### config.mk
export PLATFORM = sky130hd
export DESIGN_NAME = abs_device_end_flat
export DESIGN_NICKNAME = d
export VERILOG_FILES = /design/src/abs_pkg.sv /design/src/abs_link_if.sv /design/src/abs_device_end.sv /design/src/flat_wrapper.sv
export SDC_FILE = /design/constraint.sdc
export NUM_CORES = 1
export LEC_CHECK = 0
export ABC_AREA = 1
export BUFFER_PORTS_ARGS = -buffer_cell sky130_fd_sc_hd__clkbuf_2
export CAP_MARGIN = 0
export CELL_PAD_IN_SITES_DETAIL_PLACEMENT = 0
export CELL_PAD_IN_SITES_GLOBAL_PLACEMENT = 2
export CORE_MARGIN = 10
export CORE_UTILIZATION = 33
export CTS_CLUSTER_DIAMETER = 40
export DETAILED_ROUTE_END_ITERATION = 8
export PLACE_DENSITY_LB_ADDON = 0.1
export SETUP_SLACK_MARGIN = 0.15
export SYNTH_ARGS = -nofsm -noshare
export SYNTH_HDL_FRONTEND = slang
export SYNTH_SLANG_ARGS = --single-unit
### constraint.sdc
create_clock -name I_CORE_CLK -period 2.85 [get_ports I_CORE_CLK]
set_clock_uncertainty 0.05 [all_clocks]
set_input_delay 0.285 -clock I_CORE_CLK [delete_from_list [all_inputs] [get_ports I_CORE_CLK]]
set_output_delay 0.285 -clock I_CORE_CLK [all_outputs]
set_load 0.05 [all_outputs]
### src/abs_pkg.sv
// Shared constants, types and helpers for the absolute position link
package abs_pkg;

	// Clock and timing
	localparam int CLK_HZ        = 40_000_000;
	localparam int REQ_DELAY_MS  = 100;
	localparam int SETTLE_MS     = 400;
	localparam int BAUD_BPS      = 9600;
	localparam int PULSE_NS      = 370;
	localparam int REQ_DELAY_CYC = CLK_HZ / 1000 * REQ_DELAY_MS;
	localparam int SETTLE_CYC    = CLK_HZ / 1000 * SETTLE_MS;
	// Bit time is a least time, so round up
	localparam int BIT_CYC       = (CLK_HZ + BAUD_BPS - 1) / BAUD_BPS;
	// Pulse period is approximate; round down, at least one cycle
	localparam int PULSE_CYC     = (PULSE_NS * (CLK_HZ / 1000_000) / 1000 < 1)
		? 1 : PULSE_NS * (CLK_HZ / 1000_000) / 1000;

	// Widths
	localparam int POS_W      = 41;
	localparam int SHIFT_W    = 4;
	localparam int REM_W      = 20;
	localparam int SER_W      = 17;
	localparam int CHAR_W     = 7;
	localparam int FIFO_DEPTH = 16;
	localparam int FRAME_LEN  = 8;
	localparam int ALARM_LEN  = 4;
	localparam int POSN_W     = 42;

	// Serial count limits and decimal weights
	localparam logic [SER_W-1:0] SERIAL_MAX = 17'h1_869F;
	localparam logic [SER_W-1:0] POW_10000  = 17'h0_2710;
	localparam logic [SER_W-1:0] POW_1000   = 17'h0_03E8;
	localparam logic [SER_W-1:0] POW_100    = 17'h0_0064;
	localparam logic [SER_W-1:0] POW_10     = 17'h0_000A;
	localparam logic [SER_W-1:0] POW_1      = 17'h0_0001;

	// Characters
	localparam logic [CHAR_W-1:0] CH_P     = 7'h50;
	localparam logic [CHAR_W-1:0] CH_A     = 7'h41;
	localparam logic [CHAR_W-1:0] CH_PLUS  = 7'h2B;
	localparam logic [CHAR_W-1:0] CH_MINUS = 7'h2D;
	localparam logic [CHAR_W-1:0] CH_CR    = 7'h0D;

	typedef enum logic [1:0] {
		EDGE_A_RISE = 2'h0,
		EDGE_A_FALL = 2'h1,
		EDGE_B_RISE = 2'h2,
		EDGE_B_FALL = 2'h3
	} origin_edge_t;

	// Hex digit to character
	function automatic logic [CHAR_W-1:0] hex_char(input logic [3:0] d);
		hex_char = (d < 4'hA) ? 7'(7'h30 + d) : 7'(7'h37 + d);
	endfunction

	// Character to hex digit
	function automatic logic [3:0] hex_val(input logic [CHAR_W-1:0] c);
		hex_val = (c >= 7'h41) ? 4'(c - 7'h37) : 4'(c - 7'h30);
	endfunction

	// Quadrature step, q = {a, b}; forward lets b lead a
	function automatic logic [1:0] quad_next(input logic [1:0] q,
		input logic rev);
		logic [1:0] f;
		case (q)
			2'b00: f = rev ? 2'b10 : 2'b01;
			2'b01: f = rev ? 2'b00 : 2'b11;
			2'b11: f = rev ? 2'b01 : 2'b10;
			default: f = rev ? 2'b11 : 2'b00;
		endcase
		quad_next = f;
	endfunction

endpackage

### src/abs_link_if.sv
// Link wires between the drive end and the host end
`timescale 1ns/1ps
`default_nettype none
interface abs_link_if;
	logic absolute_request;
	logic phase_a_out;
	logic phase_b_out;
	logic origin_pulse_out;

	modport device(
		input  absolute_request,
		output phase_a_out,
		output phase_b_out,
		output origin_pulse_out
	);
	modport host(
		output absolute_request,
		input  phase_a_out,
		input  phase_b_out,
		input  origin_pulse_out
	);
endinterface
`default_nettype wire

### src/abs_device_end.sv
// Drive end: character FIFO and absolute position sequencer
//
// Contract
// - Request low after power-up sends nothing
// - Host holds request high whole transfer
// - Host ready, counter cleared, after 100 ms
// - Eight position characters on phase A
// - Normal quadrature about 400 ms later
// - 9600 baud, 7 data, even, 1 stop
// - Frame: P, sign, five digits, CR
// - Serial count is divided position over 2^20
// - Remainder as initial pulses, 0.37 us each; here 14 cycles, 0.35 us at 40 MHz
// - A serial then pulses, B pulses, C origin
// - Origin width equals phase A width
// - Origin aligned to selectable A/B edge
// - Forward motion: B leads A always
// - Host never clears counter on origin
// - Host computes position minus reference
// - Request falling sends alarm contents
// - Host keeps request while motor powered
// - Servo-on ignored until transfer done
// - Host drops request before power-off
// - Scale mode at restart; incremental skips sequence
// - Initial pulses use the same divider
`timescale 1ns/1ps
`default_nettype none

module abs_char_fifo #(
	parameter int WIDTH = 7,
	parameter int DEPTH = 16
) (
	input  wire logic             i_clk,
	input  wire logic             i_arst_n,
	input  wire logic             i_push_valid,
	input  wire logic [WIDTH-1:0] i_push_data,
	output logic                  o_push_ready,
	output logic                  o_pop_valid,
	output logic      [WIDTH-1:0] o_pop_data,
	input  wire logic             i_pop_ready
);
	localparam int AW = $clog2(DEPTH);

	typedef struct packed {
		logic [DEPTH-1:0][WIDTH-1:0] mem;
		logic [AW-1:0]               wp;
		logic [AW-1:0]               rp;
		logic [AW:0]                 cnt;
	} fifo_t;

	fifo_t s;
	fifo_t n;
	logic  push;
	logic  pop;

	// Ready and valid reflect true fill level
	assign o_push_ready = (s.cnt != (AW+1)'(DEPTH));
	assign o_pop_valid  = (s.cnt != '0);
	assign o_pop_data   = s.mem[s.rp];

	// Pointer and count update
	always_comb begin
		n = s;
		push = i_push_valid && o_push_ready;
		pop = i_pop_ready && o_pop_valid;
		if (push) begin
			n.mem[s.wp] = i_push_data;
			n.wp = s.wp + 1'b1;
		end
		if (pop) begin
			n.rp = s.rp + 1'b1;
		end
		if (push && !pop) begin
			n.cnt = s.cnt + 1'b1;
		end else if (pop && !push) begin
			n.cnt = s.cnt - 1'b1;
		end
	end

	always_ff @(posedge i_clk or negedge i_arst_n) begin
		if (!i_arst_n) begin
			s <= '0;
		end else begin
			s <= n;
		end
	end
endmodule

module abs_device_end
	import abs_pkg::*;
#(
	parameter int REQ_DELAY_CYCLES = abs_pkg::REQ_DELAY_CYC,
	parameter int SETTLE_CYCLES    = abs_pkg::SETTLE_CYC,
	parameter int BIT_CYCLES       = abs_pkg::BIT_CYC
) (
	input  wire logic                         I_CORE_CLK,
	input  wire logic                         I_ARST_N,
	abs_link_if.device                        LINK,
	input  wire logic                         I_SCALE_INCR,
	input  wire logic [abs_pkg::POS_W-1:0]    I_POS_MAG,
	input  wire logic                         I_POS_NEG,
	input  wire logic [abs_pkg::SHIFT_W-1:0]  I_RES_SHIFT,
	input  wire abs_pkg::origin_edge_t        I_ORIGIN_EDGE,
	input  wire logic                         I_ORIGIN_MARK,
	input  wire logic                         I_MOVE_STEP,
	input  wire logic                         I_MOVE_REV,
	input  wire logic                         I_SERVO_ON,
	input  wire logic [7:0]                   I_ALARM_CODE,
	output logic                              O_MOTOR_POWER
);
	import abs_pkg::*;

	typedef enum logic [7:0] {
		ST_IDLE  = 8'h01,
		ST_DELAY = 8'h02,
		ST_CONV  = 8'h04,
		ST_SEND  = 8'h08,
		ST_DRAIN = 8'h10,
		ST_PULSE = 8'h20,
		ST_RUN   = 8'h40,
		ST_ALARM = 8'h80
	} dev_state_t;

	typedef struct packed {
		dev_state_t         st;
		logic               started;
		logic               incr_mode;
		logic [1:0]         req_sync;
		logic [31:0]        tmr;
		logic [2:0]         idx;
		logic [SER_W-1:0]   val;
		logic [2:0]         dig;
		logic [3:0]         dcnt;
		logic [4:0][3:0]    digs;
		logic               neg;
		logic [REM_W-1:0]   rem;
		logic [4:0]         pcnt;
		logic [15:0]        pres;
		logic [1:0]         q;
		logic               c;
		logic               arm;
		logic [9:0]         sh;
		logic [3:0]         nb;
		logic [31:0]        bt;
		logic               tx_busy;
		logic               tx;
		logic               power;
		logic [7:0]         alarm;
	} dev_t;

	dev_t                s;
	dev_t                n;
	logic                push_valid;
	logic [CHAR_W-1:0]   push_data;
	logic                push_ready;
	logic                pop_valid;
	logic [CHAR_W-1:0]   pop_data;
	logic                pop_ready;
	logic [POS_W-1:0]    div;
	logic [POS_W-21:0]   hi;
	logic [1:0]          nq;
	logic                ph_chg;
	logic                lvl;
	logic                serial_st;

	// Weight of the decimal digit being extracted
	function automatic logic [SER_W-1:0] pow_of(input logic [2:0] d);
		case (d)
			3'h0: pow_of = POW_10000;
			3'h1: pow_of = POW_1000;
			3'h2: pow_of = POW_100;
			3'h3: pow_of = POW_10;
			default: pow_of = POW_1;
		endcase
	endfunction

	// Character at a position of the position frame
	function automatic logic [CHAR_W-1:0] frame_char(input dev_t x);
		case (x.idx)
			3'h0: frame_char = CH_P;
			3'h1: frame_char = x.neg ? CH_MINUS : CH_PLUS;
			3'h7: frame_char = CH_CR;
			default: frame_char = hex_char(x.digs[3'(x.idx - 3'h2)]);
		endcase
	endfunction

	abs_char_fifo #(
		.WIDTH(CHAR_W),
		.DEPTH(FIFO_DEPTH)
	) u_fifo (
		.i_clk       (I_CORE_CLK),
		.i_arst_n    (I_ARST_N),
		.i_push_valid(push_valid),
		.i_push_data (push_data),
		.o_push_ready(push_ready),
		.o_pop_valid (pop_valid),
		.o_pop_data  (pop_data),
		.i_pop_ready (pop_ready)
	);

	assign serial_st = (s.st != ST_PULSE) && (s.st != ST_RUN);
	assign LINK.phase_a_out      = s.tx;
	assign LINK.phase_b_out      = s.q[0];
	assign LINK.origin_pulse_out = s.c;
	assign O_MOTOR_POWER         = s.power;

	// Sequencer, transmitter and quadrature generator
	always_comb begin
		n = s;
		push_valid = 1'b0;
		push_data = CH_CR;
		div = I_POS_MAG >> I_RES_SHIFT;
		hi = div[POS_W-1:REM_W];
		nq = s.q;
		// Request is a pin: two flops before use
		n.req_sync = {s.req_sync[0], LINK.absolute_request};
		pop_ready = !s.tx_busy;
		if (s.tx_busy) begin
			if (s.bt == '0) begin
				if (s.nb == '0) begin
					n.tx_busy = 1'b0;
				end else begin
					n.sh = {1'b1, s.sh[9:1]};
					n.nb = s.nb - 1'b1;
					n.bt = 32'(BIT_CYCLES - 1);
				end
			end else begin
				n.bt = s.bt - 1'b1;
			end
		end else if (pop_valid) begin
			n.sh = {1'b1, ^pop_data, pop_data, 1'b0};
			n.nb = 4'h9;
			n.bt = 32'(BIT_CYCLES - 1);
			n.tx_busy = 1'b1;
		end
		n.power = 1'b0;
		case (s.st)
			ST_IDLE: begin
				if (!s.started) begin
					n.started = 1'b1;
					n.incr_mode = I_SCALE_INCR;
					if (I_SCALE_INCR) begin
						n.st = ST_RUN;
						// Through nq, else the closing mux drops it
						nq = 2'b10;
					end
				end else if (s.req_sync[1]) begin
					n.st = ST_DELAY;
					n.tmr = '0;
					// Park B now, while A idles and host is not counting
					nq = 2'b10;
				end
			end
			ST_DELAY: begin
				n.tmr = s.tmr + 1'b1;
				if (!s.req_sync[1]) begin
					n.st = ST_IDLE;
				end else if (s.tmr == 32'(REQ_DELAY_CYCLES - 1)) begin
					n.val = (hi > (POS_W-REM_W)'(SERIAL_MAX))
						? SERIAL_MAX : hi[SER_W-1:0];
					n.rem = div[REM_W-1:0];
					n.neg = I_POS_NEG;
					n.dig = '0;
					n.dcnt = '0;
					n.st = ST_CONV;
				end
			end
			ST_CONV: begin
				// Decimal digits by repeated subtraction
				if (s.val >= pow_of(s.dig)) begin
					n.val = s.val - pow_of(s.dig);
					n.dcnt = s.dcnt + 1'b1;
				end else begin
					n.digs[s.dig] = s.dcnt;
					n.dcnt = '0;
					n.dig = s.dig + 1'b1;
					if (s.dig == 3'h4) begin
						n.idx = '0;
						n.st = ST_SEND;
					end
				end
			end
			ST_SEND: begin
				push_valid = 1'b1;
				push_data = frame_char(s);
				if (push_ready) begin
					n.idx = s.idx + 1'b1;
					if (s.idx == 3'(FRAME_LEN - 1)) begin
						n.st = ST_DRAIN;
					end
				end
			end
			ST_DRAIN: begin
				// Quadrature starts from the mark level, no false step
				if (!pop_valid && !s.tx_busy) begin
					n.st = ST_PULSE;
					n.tmr = '0;
					n.pcnt = '0;
					n.q = 2'b10;
				end
			end
			ST_PULSE: begin
				n.tmr = s.tmr + 1'b1;
				if (s.rem != '0) begin
					n.pcnt = s.pcnt + 1'b1;
					if (s.pcnt == 5'(PULSE_CYC - 1)) begin
						n.pcnt = '0;
						n.rem = s.rem - 1'b1;
						nq = quad_next(s.q, s.neg);
					end
				end else if (s.tmr >= 32'(SETTLE_CYCLES - 1)) begin
					n.st = ST_RUN;
					n.pres = '0;
				end
			end
			ST_RUN: begin
				n.power = I_SERVO_ON;
				if (I_MOVE_STEP) begin
					if (s.pres >= 16'((17'h1_0000 >> (5'h10 - 5'(I_RES_SHIFT)))
						- 17'h0_0001)) begin
						n.pres = '0;
						nq = quad_next(s.q, I_MOVE_REV);
					end else begin
						n.pres = s.pres + 1'b1;
					end
				end
				if (!s.incr_mode && !s.req_sync[1]) begin
					n.power = 1'b0;
					n.idx = '0;
					n.alarm = I_ALARM_CODE;
					n.st = ST_ALARM;
				end
			end
			ST_ALARM: begin
				push_valid = 1'b1;
				case (s.idx)
					3'h0: push_data = CH_A;
					3'h1: push_data = hex_char(s.alarm[7:4]);
					3'h2: push_data = hex_char(s.alarm[3:0]);
					default: push_data = CH_CR;
				endcase
				if (push_ready) begin
					n.idx = s.idx + 1'b1;
					if (s.idx == 3'(ALARM_LEN - 1)) begin
						n.st = ST_IDLE;
					end
				end
			end
			default: n.st = ST_IDLE;
		endcase
		n.q = (s.st == ST_DRAIN) ? n.q : nq;
		// A carries serial line, then quadrature
		n.tx = (n.tx_busy ? n.sh[0] : 1'b1);
		if (!serial_st || n.st == ST_PULSE || n.st == ST_RUN) begin
			n.tx = n.q[1];
		end
		// origin on the selected A/B edge
		ph_chg = I_ORIGIN_EDGE[1] ? (nq[0] ^ s.q[0]) : (nq[1] ^ s.q[1]);
		lvl = I_ORIGIN_EDGE[1] ? nq[0] : nq[1];
		// held until next edge of that phase
		if (s.c && ph_chg) begin
			n.c = 1'b0;
		end else if (s.arm && ph_chg && (lvl != I_ORIGIN_EDGE[0])) begin
			n.c = 1'b1;
			n.arm = 1'b0;
		end
		// New mark wins over its own consumption
		if (I_ORIGIN_MARK) begin
			n.arm = 1'b1;
		end
	end

	always_ff @(posedge I_CORE_CLK or negedge I_ARST_N) begin
		if (!I_ARST_N) begin
			s <= '0;
			s.st <= ST_IDLE;
			s.tx <= 1'b1;
		end else begin
			s <= n;
		end
	end
endmodule
`default_nettype wire

### src/flat_wrapper.sv
// flat-port wrapper written by rule: the top's interface ports become plain ports
module abs_device_end_flat import abs_pkg::*;
#(
	parameter int REQ_DELAY_CYCLES = abs_pkg::REQ_DELAY_CYC,
	parameter int SETTLE_CYCLES    = abs_pkg::SETTLE_CYC,
	parameter int BIT_CYCLES       = abs_pkg::BIT_CYC
)
  (I_CORE_CLK, I_ARST_N, I_SCALE_INCR, I_POS_MAG, I_POS_NEG, I_RES_SHIFT, I_ORIGIN_EDGE, I_ORIGIN_MARK, I_MOVE_STEP, I_MOVE_REV, I_SERVO_ON, I_ALARM_CODE, O_MOTOR_POWER, LINK_absolute_request, LINK_phase_a_out, LINK_phase_b_out, LINK_origin_pulse_out);
  abs_link_if LINK_i ();
  input  wire logic I_CORE_CLK;
  input  wire logic I_ARST_N;
  input  wire logic I_SCALE_INCR;
  input  wire logic [abs_pkg::POS_W-1:0] I_POS_MAG;
  input  wire logic I_POS_NEG;
  input  wire logic [abs_pkg::SHIFT_W-1:0] I_RES_SHIFT;
  input  wire abs_pkg::origin_edge_t I_ORIGIN_EDGE;
  input  wire logic I_ORIGIN_MARK;
  input  wire logic I_MOVE_STEP;
  input  wire logic I_MOVE_REV;
  input  wire logic I_SERVO_ON;
  input  wire logic [7:0] I_ALARM_CODE;
  output logic O_MOTOR_POWER;
  input wire logic [$bits(LINK_i.absolute_request)-1:0] LINK_absolute_request;
  output wire logic [$bits(LINK_i.phase_a_out)-1:0] LINK_phase_a_out;
  output wire logic [$bits(LINK_i.phase_b_out)-1:0] LINK_phase_b_out;
  output wire logic [$bits(LINK_i.origin_pulse_out)-1:0] LINK_origin_pulse_out;
  assign LINK_i.absolute_request = LINK_absolute_request;
  assign LINK_phase_a_out = LINK_i.phase_a_out;
  assign LINK_phase_b_out = LINK_i.phase_b_out;
  assign LINK_origin_pulse_out = LINK_i.origin_pulse_out;
  abs_device_end #(.REQ_DELAY_CYCLES(REQ_DELAY_CYCLES), .SETTLE_CYCLES(SETTLE_CYCLES), .BIT_CYCLES(BIT_CYCLES)) u_core (.I_CORE_CLK(I_CORE_CLK), .I_ARST_N(I_ARST_N), .LINK(LINK_i), .I_SCALE_INCR(I_SCALE_INCR), .I_POS_MAG(I_POS_MAG), .I_POS_NEG(I_POS_NEG), .I_RES_SHIFT(I_RES_SHIFT), .I_ORIGIN_EDGE(I_ORIGIN_EDGE), .I_ORIGIN_MARK(I_ORIGIN_MARK), .I_MOVE_STEP(I_MOVE_STEP), .I_MOVE_REV(I_MOVE_REV), .I_SERVO_ON(I_SERVO_ON), .I_ALARM_CODE(I_ALARM_CODE), .O_MOTOR_POWER(O_MOTOR_POWER));
endmodule
# Word level (Yosys, flattened, before mapping)
# Index checks and enable logic that the tools add are counted.
# totals
regBits	319
latch_bits	0
ram_bits	0
rom_bits	0
in_bits	64
memories	0
# classes
n_addsub	23
multipliers	0
div	0
magnitude_cmp	13
n_eq_ne	45
shift	2
muxes	105
bitwise_logic	4
n_reduce_logical	56
# ops
operator	n
$mux 32	4
$mux 8	15
$bwmux 112	1
$pmux 32 s3	1
$mux 47	2
$mux 17	5
$mux 16	4
$pmux 8 s8	1
$pmux 14 s4	1
$mux 25	2
$mux 24	2
$pmux 24 s2	1
$mux 46	1
$add 6x4->7 const A	6
$pmux 7 s3	2
$shr 41x4->41	1
$mux 20	2
$pmux 20 s2	1
$mux 2	18
$mux 7	5
$add 32x1->32 const B	1
$eq 32x22->1 const B	1
$ge 32x24->1 const B	1
$logic_not 32->1	1
other kinds (76)	169

# Depth between registers and ports, before layout
# logic_depth
word_depth	14
mapped_depth	26
depth_no_buf	22

# Hierarchy
# Synthesis repeated with hierarchy kept, for this count alone.
# hier_totals
cells_unflattened	3066
hier_area_um2	21927.3
# by_module_without_submodules
mod	n_inst	cells_each	area_per_inst_um2	seq_area_each_um2
abs_device_end	1	2110	14602.8	4857.2
abs_char_fifo	1	956	7324.5	3128.0

# Worst setup path before layout
# No wires, ideal clock.
# synth_timing
path_kind	in2reg
startpoint	input port I_RES_SHIFT[2] in the netlist's numbering
endpoint	register u_core.s[57] in the netlist's numbering
arrival_ps	3067
setup_slack_ps	-388
cell_stages	22
path_buffers	5
cell_sequence	buf_2 clkbuf_1 clkbuf_1 buf_1 o21ai_0 ha_1 nand2_1 inv_1 nand3_1 nor2_1 nand3b_1 nand3_1 clkbuf_1 nand3_1 nand3_1 nand2_1 nand3_1 nand2_1 nand2_1 nand2_1 o21bai_1 nand2_1
# synth_between
elab_chain_cells	13
elab_cells_between_ends	18
cone_classes	add/sub (2); order compare (1); eq/ne (2); shift (1); mux (5); bitwise (2); reduce/logical (5)
# synth_rtl
item	line	source
start: declaration	flat_wrapper.sv:15	input wire logic [abs_pkg::SHIFT_W-1:0] I_RES_SHIFT;
$sub 5x4->5 *	abs_device_end.sv:318	if (s.pres >= 16'((17'h1_0000 >> (5'h10 - 5'(I_RES_SHIFT)))
$shr 17x5->16 *	abs_device_end.sv:318	
$sub 16x1->16 *	abs_device_end.sv:319	- 17'h0_0001)) begin
$ge 16x16->1 *	abs_device_end.sv:318	
$mux 2 *	abs_device_end.sv:318	
$mux 2 *	abs_device_end.sv:317	if (I_MOVE_STEP) begin
$pmux 2 s3 *	abs_device_end.sv:236	case (s.st)
$xor 1x1->1	abs_device_end.sv:357	ph_chg = I_ORIGIN_EDGE[1] ? (nq[0] ^ s.q[0]) : (nq[1] ^ s.q[1]);
$mux 1	abs_device_end.sv:357	
$logic_and 1x1->1 (2 in series)	abs_device_end.sv:362	end else if (s.arm && ph_chg && (lvl != I_ORIGIN_EDGE[0])) begin
$reduce_bool 2->1 (no source line)	--	
$reduce_and 2->1 (no source line) *	--	
end signal: assignment	abs_device_end.sv:378	s <= n;
end: declaration	abs_device_end.sv:150	dev_t s;
# Every way passes the cells marked *; elsewhere a longest branch is shown, timed or not.
# A chain may end at the register's enable or synchronous reset.

# Worst setup path after layout
# layout_timing
startpoint	register u_core.s[128] in the netlist's numbering
endpoint	register u_core.s[122] in the netlist's numbering
# layout_between
elab_chain_cells	6
elab_cells_between_ends	15
cone_classes	order compare (3); eq/ne (3); mux (5); bitwise (1); reduce/logical (3)
# layout_rtl
item	line	source
$eq 3x2->1 (tied with other cells)	abs_device_end.sv:167	case (d)
$pmux 14 s4	abs_device_end.sv:167	
$mux 17	abs_device_end.sv:236	
$ge 17x17->1	abs_device_end.sv:269	if (s.val >= pow_of(s.dig)) begin
$not 1->1 (no source line)	--	
$reduce_and 2->1 (no source line)	--	
# Parallel ways exist; a longest one is shown, timed or not. The select of a mux whose other input is x is not followed.

==> metrics.yaml <==
status:
  status: "complete, but fails checks"
  violations: "negative setup slack"
logic_synthesis:
  syn-cell-area_um2: 20300
  synth_top_area_frac: 0.390
  syn_nets: 2973
  synth-edff-count: 0
  postSynthCellCount: 2846
  yosysMostFrequentCell: "nand2_1"
  synth_seq_cells: 319
  synth_ff_type: "dfrtp_1"
  yosysTopAreaCell: "dfrtp_1"
  ys_seq_area_frac: 0.393
  ys_types: 70
  yosysWarnings: 0
  synthTopCellsByArea: "dfrtp_1, nand2_1, o21ai_0, inv_1, nor2_1"
  synthTopCellsByCount: "nand2_1, o21ai_0, inv_1"
  avgSynthCellArea_um2: 7.14
  async_reset_ff_frac: 1.00
floorplan:
  die_y_um: 268
  die_w_um: 268
  boundaryPins: 68
  fp.dieArea_um2: 71900
  start_util: 0.335
  placementRows: 90
  core_area_um2: 60700
drt:
  drt_iter0_drc: 1278
  vias_per_cell: 5.02
  drc: 0
  totalWireLength_um: 64500
  vias: 19600
  drtAntennaViolNets: 0
  wl_per_cell_um: 16.5
  firstDrtPassIters: 7
timing:
  holdWs_ns: 0.179
  rsz0062_at_grt: "true"
  period_needed_ns: 2.98
  min_period_over_period: 1.05
  tightest_slew_ns: 0.685
  fmax_mhz: 336
  fin_ws_ns: -0.130
  setup_viol: 45
  hold_viol: 0
  drv_slew: 0
  timing.slew.headroom: 0.539
cells_and_area:
  finish.net_count: 3197
  area_delta_synth_final_pct: 28.0
  final_util: 0.428
  antenna_cells: 0
  layout-drive-gt1-share: 0.166
setup_path:
  timing.rr.start: "u_core.s[128]$_DFFE_PN0P_"
  startpoint: "u_core.s[128]$_DFFE_PN0P_"
  critPathRequiredTime_ns: 3.29
  cp_num_buf_inv: 3
  crit_top_cell: "nand2_2"
  cp.arrival_ns: 3.42
  cp-end-kind: "flop"
  cp_cell_sequence: "ha_2, ha_4, inv_4, nand2_2, nor2_2, ha_2, nand3b_1, nand2_2, a21boi_2, o21bai_1, nand3_1, nand2_2, a21boi_4, nand2_4, inv_6, nand4_1, buf_6, nand2_2, o21ai_1"
  cpMaxStageDelayCell: "dfrtp_1"
  startpoint_type: "flop"
  cp_slowest_stage_delay_ns: 0.42
  path_class: "reg2reg"
  cpLargestDelayFamily: "simple AND/OR/NAND/NOR gates"
  crit_fanout: 8
clock_network:
  clockBufferDepth: 3
  cts_max_level: 3
  worstSkewPairLatency_ns: 0.61
  cts_tree: "yes"
  cts_sinks: 319
  cts-buffers-inserted: 75
  cts_root_buf: "clkbuf_16"
  path_clk_slew_ns: 0.05
run:
  maxCapViolations: 0
power:
  cellPowerDensity_nw_per_um2: 802
  p_leak_nw: 12.2
  power_mw: 20.9
  peakVddDrop_v: 0.000650
global_routing:
  grt_pass1_vias: 20000
  grt_use_total: 0.181
  grt_first_pass_wirelength_um: 106000
  grt_overflow: 0
  antenna_found_initial: 0
  grt_max_degree: 60
worst_hold_path:
  hp-class: "in2reg"
  hold_path.startpoint: "I_ORIGIN_EDGE[1]"
placement:
  place.gp.congestion: 0.862
  hpwlAfterDp_um: 46900
  numPortBuffers: 67
per-stage QoR:
step	area, µm²	setup TNS (ns)	setup slack, ns	cells
CTS	25600	-0.641	-0.0639	3898
floorplan	20500	0	0.0834	2846
global placement	22600	-3.25	-0.125	3743
detailed placement	22600	-6.43	-0.249	3743
global route	26000	-13.05	-0.320	3911
finish	26000	-2.87	-0.130	3911
worst reg2reg max path: cells and delay by family, from the launching register on:
kind,cells,cell delay [ns]
AND/OR/NAND/NOR,9,0.87
flip-flops,1,0.42
adder cells (fa/ha/maj),3,0.57
buffers and inverters,3,0.34
AO/OA/AOI/OAI,4,0.65
metal layers:
layer | track usage | vias to the layer above | part of all wire
met5 | 0 | - | 0
met4 | 0.0582 | 0 | 0.027
met3 | 0.0304 | 125 | 0.038
met2 | 0.287 | 364 | 0.45
met1 | 0.247 | 9252 | 0.48
li1 | - | 9898 | -
area by class of cell:
class                           instances  area (µm²)
Timing Repair Buffer                  237        1890
Multi-Input combinational cell       2097       11100
Tap cell                              782         978
Sequential cell                       319        7990
Clock buffer                           98        2100
Clock inverter                         38         591
Inverter                              340        1310
Fill cell                            6218       34700
power by group:
part	internal (mW)	switching, mW	total [mW]
Clock	6.07	2.94	9.02
Combinational	2.23	3.73	5.96
Sequential	5.21	0.672	5.88
Total	13.5	7.35	20.9
worst paths after layout:
path	to	slack [ns]	cells past startpoint
worst max-delay path	u_core.s[122]$_DFFE_PN0P_	-0.13	19
worst min-delay path	u_core.LINK.origin_pulse_out$_DFFE_PN0P_	0.18	6
worst max register to register	u_core.s[122]$_DFFE_PN0P_	-0.13	19
worst min register to register	u_core.s[183]$_DFF_PN0_	0.33	0
max in group asynchronous	u_core.u_fifo.s[94]$_DFFE_PN0P_	1.71	3
min in group asynchronous	u_core.s[21]$_DFFE_PN0P_	0.22	2
flip-flops by register name (all words and copies together) (netlist names):
name / flops
u_core.LINK.origin_pulse_out: 1
u_core.LINK.phase_a_out: 1
u_core.LINK.phase_b_out: 1
u_core.O_MOTOR_POWER: 1
u_core.n: 1
u_core.s: 189
u_core.u_fifo.s: 125
cell families (layout without fill, tap and decap cells):
logic type                 count (synthesis)  count (layout)  synth area share
xor gates and xnor gates                  50              50            0.0215
and+or+nand+nor                         1368            1368             0.292
muxes                                      9               9           0.00449
DFF                                      319             319             0.393
buffers and inverters                    430             713            0.0813
adders and majority gates                 63              63            0.0395
other                                      1               1          0.000185
AOI/OAI and AO/OA                        606             606             0.168
placed cells by master (no fill, tap or decap), types with 25 or more instances in the layout:
| cell | n |
|---|---|
| nand2_1 | 780 |
| inv_1 | 313 |
| dfrtp_1 | 312 |
| o21ai_0 | 300 |
| nor2_1 | 209 |
| nand3_1 | 149 |
| a21oi_1 | 134 |
| buf_4 | 132 |
| clkbuf_16 | 76 |
| clkbuf_2 | 66 |
| ha_1 | 49 |
| nor3_1 | 48 |
| xor2_1 | 41 |
| nand4_1 | 37 |
| o21ai_1 | 25 |
repair_timing:
| action | in CTS | in global routing |
|---|---|---|
| hold buffers | 15 | 0 |
| endpoints found under the hold margin | 66 | 0 |
| setup buffers | 4 | 12 |
| pin swaps | 11 | 22 |
| gates cloned | 0 | 1 |
| resized for setup | 29 | 105 |
| setup endpoints to repair | 80 | 208 |
Power figures use the tool's default switching activity.
